File: src/core/pthg_pkg.sv
// Contract
// - test source for total failure at start
// - after total failure, deliver no words
// - block words built from post-failure raw bits
// - online test at start-up and while running
// - withhold output until start-up pass, after defects
// - online test scans raw bits continuously
// - words delivered are 32 bits wide
// - entropy per delivered bit exceeds 0.997
// - output indistinguishable from ideal under procedure A
package pthg_pkg;
	localparam int word_bits = 32;
	localparam int run_bits = 6;
	localparam int win_bits = 10;
	localparam int ones_bits = 11;
	localparam int cnt_bits = 5;
	// repetition cutoff: a stuck source shows as a long run
	localparam logic [5:0] run_cutoff = 6'h20;
	// proportion window and its acceptance band for ones
	localparam logic [9:0] win_last = 10'h3ff;
	localparam logic [10:0] ones_low = 11'h180;
	localparam logic [10:0] ones_high = 11'h280;
	localparam logic [4:0] cnt_last = 5'h1f;

	typedef enum logic [1:0] {
		pthg_idle = 2'b00,
		pthg_startup = 2'b01,
		pthg_run = 2'b10,
		pthg_fail = 2'b11
	} pthg_mode_type;

	typedef struct packed {
		logic last_bit;
		logic first;
		logic [5:0] run;
		logic [9:0] win;
		logic [10:0] ones;
		logic total_fail;
		logic defect;
		logic win_pass;
	} pthg_health_type;

	typedef struct packed {
		pthg_mode_type mode;
		logic [31:0] shift;
		logic [4:0] cnt;
		logic half;
		logic first_half;
		logic [31:0] held;
		logic held_ok;
		logic [31:0] word;
		logic word_valid;
		logic fail_flag;
		logic total_seen;
		logic defect_seen;
		logic startup_done;
	} pthg_main_type;
endpackage : pthg_pkg

File: src/core/pthg_health_if.sv
`timescale 1ns/1ps
`default_nettype none
interface pthg_health_if;
	logic enable;
	logic raw_bit;
	logic raw_valid;
	logic total_fail;
	logic defect;
	logic win_pass;
	modport monitor (
		input enable, raw_bit, raw_valid,
		output total_fail, defect, win_pass
	);
	modport control (
		output enable, raw_bit, raw_valid,
		input total_fail, defect, win_pass
	);
endinterface : pthg_health_if
`default_nettype wire

File: src/core/pthg_health.sv
`timescale 1ns/1ps
`default_nettype none
module pthg_health (
	// system
	input wire logic clock,
	input wire logic reset,
	// tests towards the gate
	pthg_health_if.monitor hif
);
	pthg_pkg::pthg_health_type st, next_st;
	logic [5:0] run_inc;
	logic [10:0] ones_inc;

	always_comb begin
		next_st = st;
		next_st.total_fail = 1'b0;
		next_st.defect = 1'b0;
		next_st.win_pass = 1'b0;
		run_inc = st.run + 6'h01;
		ones_inc = st.ones + {10'h000, hif.raw_bit};
		if (!hif.enable) begin
			next_st.first = 1'b1;
			next_st.run = 6'h00;
			next_st.win = 10'h000;
			next_st.ones = 11'h000;
		end else if (hif.raw_valid) begin
			// every raw bit is checked, none on request only
			next_st.last_bit = hif.raw_bit;
			next_st.first = 1'b0;
			if (st.first || hif.raw_bit != st.last_bit) begin
				next_st.run = 6'h01;
			end else begin
				next_st.run = run_inc;
				if (run_inc == pthg_pkg::run_cutoff) begin
					next_st.total_fail = 1'b1;
					next_st.run = 6'h00;
				end
			end
			if (st.win == pthg_pkg::win_last) begin
				next_st.win = 10'h000;
				next_st.ones = 11'h000;
				if (ones_inc < pthg_pkg::ones_low ||
						ones_inc > pthg_pkg::ones_high) begin
					next_st.defect = 1'b1;
				end else begin
					next_st.win_pass = 1'b1;
				end
			end else begin
				next_st.win = st.win + 10'h001;
				next_st.ones = ones_inc;
			end
		end
	end

	always_ff @(posedge clock) begin
		if (reset) begin
			st <= '{first: 1'b1, default: '0};
		end else begin
			st <= next_st;
		end
	end

	assign hif.total_fail = st.total_fail;
	assign hif.defect = st.defect;
	assign hif.win_pass = st.win_pass;
endmodule : pthg_health
`default_nettype wire

File: src/core/pthg_gate.sv
`timescale 1ns/1ps
`default_nettype none
module pthg_gate (
	// system
	input wire logic clock,
	input wire logic reset,
	// control
	input wire logic start,
	// raw entropy source
	input wire logic raw_bit,
	input wire logic raw_valid,
	// random words to the reader
	output logic [31:0] word,
	output logic word_valid,
	input wire logic word_ready,
	// health status
	output logic fail_flag,
	output logic total_seen,
	output logic defect_seen,
	output logic startup_done
);
	pthg_pkg::pthg_main_type st, next_st;
	pthg_health_if hif ();
	logic bad;
	logic [31:0] next_shift;
	logic out_bit;

	assign hif.enable = st.mode == pthg_pkg::pthg_startup ||
		st.mode == pthg_pkg::pthg_run;
	assign hif.raw_bit = raw_bit;
	assign hif.raw_valid = raw_valid;

	pthg_health u_health (
		.clock(clock),
		.reset(reset),
		.hif(hif)
	);

	assign bad = hif.total_fail || hif.defect;

	always_comb begin
		next_st = st;
		// xor of two raw bits lifts the entropy of each kept bit
		out_bit = st.first_half ^ raw_bit;
		next_shift = {st.shift[30:0], out_bit};
		if (st.word_valid && word_ready) begin
			next_st.word_valid = 1'b0;
		end
		case (st.mode)
			pthg_pkg::pthg_idle: begin
				if (start) begin
					next_st.mode = pthg_pkg::pthg_startup;
				end
			end
			pthg_pkg::pthg_startup: begin
				// bits seen during start-up are never delivered
				if (hif.win_pass) begin
					next_st.mode = pthg_pkg::pthg_run;
					next_st.startup_done = 1'b1;
					next_st.cnt = 5'h00;
					next_st.half = 1'b0;
				end
			end
			pthg_pkg::pthg_run: begin
				if (raw_valid) begin
					next_st.half = !st.half;
					if (!st.half) begin
						next_st.first_half = raw_bit;
					end else begin
						next_st.shift = next_shift;
						next_st.cnt = st.cnt + 5'h01;
						if (st.cnt == pthg_pkg::cnt_last) begin
							// a word is only released one word later,
							// so a stuck run inside it is caught first
							if (st.held_ok && !next_st.word_valid) begin
								next_st.word = st.held;
								next_st.word_valid = 1'b1;
							end
							next_st.held = next_shift;
							next_st.held_ok = 1'b1;
						end
					end
				end
			end
			pthg_pkg::pthg_fail: begin
				next_st.word_valid = 1'b0;
			end
			default: begin
				next_st.mode = pthg_pkg::pthg_fail;
			end
		endcase
		// failure beats the mode change and the offered word, not startup_done; only reset leaves the fail mode
		if (bad && hif.enable) begin
			next_st.mode = pthg_pkg::pthg_fail;
			next_st.word_valid = 1'b0;
			next_st.held_ok = 1'b0;
		end
		// a second verdict can land in the first fail cycle; record it too
		if (bad) begin
			next_st.fail_flag = 1'b1;
			next_st.total_seen = st.total_seen || hif.total_fail;
			next_st.defect_seen = st.defect_seen || hif.defect;
		end
	end

	always_ff @(posedge clock) begin
		if (reset) begin
			st <= '{mode: pthg_pkg::pthg_idle, default: '0};
		end else begin
			st <= next_st;
		end
	end

	assign word = st.word;
	assign word_valid = st.word_valid;
	assign fail_flag = st.fail_flag;
	assign total_seen = st.total_seen;
	assign defect_seen = st.defect_seen;
	assign startup_done = st.startup_done;
endmodule : pthg_gate
`default_nettype wire

File: config.mk
export PLATFORM = sky130hd
export DESIGN_NAME = pthg_gate
export DESIGN_NICKNAME = d
export VERILOG_FILES = /design/src/core/pthg_pkg.sv /design/src/core/pthg_health_if.sv /design/src/core/pthg_health.sv /design/src/core/pthg_gate.sv
export SDC_FILE = /design/constraint.sdc
export NUM_CORES = 1
export LEC_CHECK = 0
export BUFFER_PORTS_ARGS = -buffer_cell sky130_fd_sc_hd__buf_4
export CORE_ASPECT_RATIO = 0.75
export CORE_MARGIN = 2
export CORE_UTILIZATION = 54
export DETAILED_ROUTE_END_ITERATION = 12
export GPL_TIMING_DRIVEN = 0
export MAX_ROUTING_LAYER = met4
export PLACE_DENSITY = 0.83
export SLEW_MARGIN = 20
export SYNTH_ARGS = -nofsm -noshare
export SYNTH_HDL_FRONTEND = slang
export SYNTH_SLANG_ARGS = --single-unit
File: constraint.sdc
create_clock -name clock -period 2.1 [get_ports clock]
set_input_delay 0 -clock clock [delete_from_list [all_inputs] [get_ports clock]]
set_output_delay 0 -clock clock [all_outputs]
set_load 0.02 [all_outputs]
==> impl_metrics.yaml <==
sta:
  worstMarginPinSlew_ns: 0.771
  finClkSkew_ns: 0.0114
  fin_ws_ns: 0.0997
  min_period_over_period_pct: 95.3
  max_freq_mhz: 500
  layout_min_cycle_time_ns: 2.00
  finalHoldViolCount: 0
  setup-violations-final: 0
  drv_slew: 0
  relSlewSlack_pct: 48.2
  rsz0062_at_grt: "no"
  fin_tns_setup_ns: 0
power:
  pwr_density_cell_nw_per_um2: 810
  switchingPower_mw: 1.31
  p_seq_share_pct: 46.3
  p_leak_nw: 2.66
  swShare_pct: 22.3
  clockPowerShare_pct: 50.6
  power_frac_comb_pct: 3.1
  irDropWorstVdd_mv: 0.583
  cell_internal_pwr_mw: 4.55
setup_path:
  cp-endpoint: "word[12]$_SDFFE_PP0P_"
  max_stage_delay_ns: 0.37
  worstPathRequired_ns: 2.38
  cp_slowest_cell: "dfxtp_4"
  critPathLaunchType: "flip-flop"
  rr_startpoint: "st[109]$_SDFFE_PP0P_"
  rr_endpoint: "word[12]$_SDFFE_PP0P_"
  critPathLaunch: "st[109]$_SDFFE_PP0P_"
  path_max_fanout: 10
  r2r_slack_ns: 0.1
  timing_worst_setup_path_type: "reg -> reg"
  reg2reg_depth: 11
  worstPathArrival_ns: 2.28
  cp-end-kind: "flip-flop"
  critPathMostFrequentCell: "buf_4"
  crit_chain: "inv_2, ha_4, and3_1, buf_4, and2_1, buf_4, and3_1, buf_4, buf_6, nand2_1, a21oi_1"
synth:
  synthTopCellsByArea: "dfxtp_1 (47%), nand2_1 (13%), a21oi_1 (10%)"
  ys_async_sr_fraction_pct: 0
  yosysWarnings: 0
  synth.avg_cell_area_sq_um: 7.99
  synth_edf_count: 0
  yosys.area.top_type_share_pct: 47.2
  postSynthCellCount: 754
  syn_nets: 770
  syn-cell-area_sq_um: 6030
  synth-seq-cells: 142
  yosys.area.top_type: "dfxtp_1"
  synthFlopType: "dfxtp_1"
  synth_cell_types: 60
  synth-seq-area-share_pct: 47.2
route:
  routed_via_density: 5.50
  num_vias: 5368
  post_drt_wl_per_cell_microns: 14.1
  finalWirelength_microns: 13700
  drc: 0
  drt_iter0_drc: 460
  ant_nets: 0
  drtPass1Iterations: 5
clocking:
  cts.sinks: 142
  cts_buffers: 17
  cts_max_path_buffers: 2
  cts-root-buf: "clkbuf_16"
  clkLatencyLatePin_ns: 0.42
  htree_levels: 4
  cts_tree: "built"
  clk_pin_slew_ns: 0.06
placement:
  gp_congestion: 0.863
  dp_slack_ns: -0.233
  dp_hpwl_microns: 9300
  port_buffers: 42
  place_area_sq_um: 6520
grt:
  grt_max_degree: 17
  grt_pass1_wl_microns: 22800
  grt.overflow.total: 0
  grtUsageTotal_pct: 24.1
  grt_pass1_vias: 5112
  antenna_found_initial: 0
job:
  max_cap_violations: 0
die:
  core_sq_um: 10900
  initial_core_util_pct: 55.3
  die_w_microns: 126
  die_h_microns: 95.5
  rows: 33
  die_area_sq_um: 12000
  ios: 43
layout:
  fin_area_sq_um: 7230
  drive_above_1_share_pct: 17.7
  diodes: 0
  nets: 839
  area_growth_pct: 20.0
status:
  outcome: "complete, no violations"
min_path:
  hold_path_class: "in -> reg"
## layout by cell type (no fill, tap or decap), drive strengths merged, types with 3 or more instances in the layout
cell and n:
nand2 207, dfxtp 142, a21oi 123, buf 98, clkbuf 51, nor2 45, o21ai 18, nand3 12
and3 10, ha 10, xor2 9, inv 9, nor3 8, a22oi 7, nand4 7, xnor2 5
nor2b 4, nand2b 4, dlygate4sd3 4, a211oi 4, or3 4, clkinv 4, mux2i 3, nand4b 3
nor4 3, a211o 3
## what timing repair did
item	4_1_cts	5_1_grt
hold endpoints to repair	7	0
setup endpoints to repair	46	45
gates resized for setup	11	9
pin swaps	0	1
buffers inserted	0	5
cloned	0	0
hold buffers	4	0
## area by class of cell
class,instances,area (sq um)
Timing Repair Buffer,51,393
Sequential cell,142,2850
Buffer,82,500
Inverter,5,18.8
Tap cell,140,175
Fill cell,866,3670
Clock inverter,12,134
Clock buffer,20,447
Multi-Input combinational cell,524,2710
## sequential cells by signal (all words and copies together), names as in the netlist
| name | count |
|---|---|
| u_health.hif.win_pass | 1 |
| word | 32 |
| u_health.hif.total_fail | 1 |
| total_seen | 1 |
| startup_done | 1 |
| u_health.hif.defect | 1 |
| fail_flag | 1 |
| word_valid | 1 |
| defect_seen | 1 |
| next_shift | 31 |
| u_health.st | 29 |
| st | 42 |
## routing by layer
layer,GRT usage (%),part of all wire (%),up-vias
li1,-,-,2652
met1,27.9,44,2525
met2,40.4,49,145
met3,5.50,4.6,46
met4,11.4,2.4,0
met5,-,0,-
## power by group through the flow
stage	clock network [mW]	logic [mW]	registers [mW]
global route	3.10	0.194	2.71
finish	2.97	0.180	2.71
floorplan	0	0.106	2.77
global placement	0	0.153	2.77
CTS	2.98	0.176	2.71
detailed placement	0	0.161	2.77
## worst min path at each step
stage / from / to / slack [ns] / cells past startpoint
floorplan: raw_bit / st[70]$_SDFFE_PP0P_ / 0.15 / 2
global placement: raw_bit / st[70]$_SDFFE_PP0P_ / 0.34 / 3
detailed placement: raw_bit / u_health.st[31]$_SDFFE_PP0P_ / 0.36 / 3
CTS: raw_valid / u_health.st[17]$_SDFFE_PP0P_ / 0.06 / 4
global route: raw_valid / u_health.st[17]$_SDFFE_PP0P_ / 0.07 / 4
finish: raw_valid / u_health.st[17]$_SDFFE_PP0P_ / 0.08 / 4
## synthesized netlist by cell type (8+ instances only)
cell type / n
nand2_1: 207
dfxtp_1: 142
a21oi_1: 123
nor2_1: 45
buf_4: 34
clkbuf_1: 29
o21ai_0: 15
buf_2: 12
nand3_1: 11
ha_1: 10
and3_1: 9
xor2_1: 9
nor3_1: 8
## critical path, delay by kind of cell (launching register included)
family	cells	cell delay (ns)
buffers and inverters	5	0.68
adders and majority gates	1	0.18
AOI/OAI and AO/OA	1	0.07
and+or+nand+nor	4	0.56
DFF	1	0.37
## logic make-up after synthesis
family / after synthesis / share of synthesized area [%]
XOR/XNOR: 14 / 2.03
adder cells (fa/ha/maj): 10 / 2.08
flip-flops: 142 / 47.2
AND/OR/NAND/NOR: 320 / 23.0
multiplexers: 4 / 0.685
buffers and inverters: 88 / 8.51
AO/OA/AOI/OAI: 176 / 16.5
## stage by stage
stage	power (mW)	hold WS (ns)	std cells	utilization (%)
2_1_floorplan	2.87	0.147	754	-
3_3_place_gp	2.92	0.336	936	59.8
3_5_place_dp	2.93	0.356	936	59.8
4_1_cts	5.86	0.0564	971	65.8
5_1_grt	6.00	0.0732	976	66.4
6_report	5.86	0.0837	976	66.4
(Power assumes the default switching activity.)
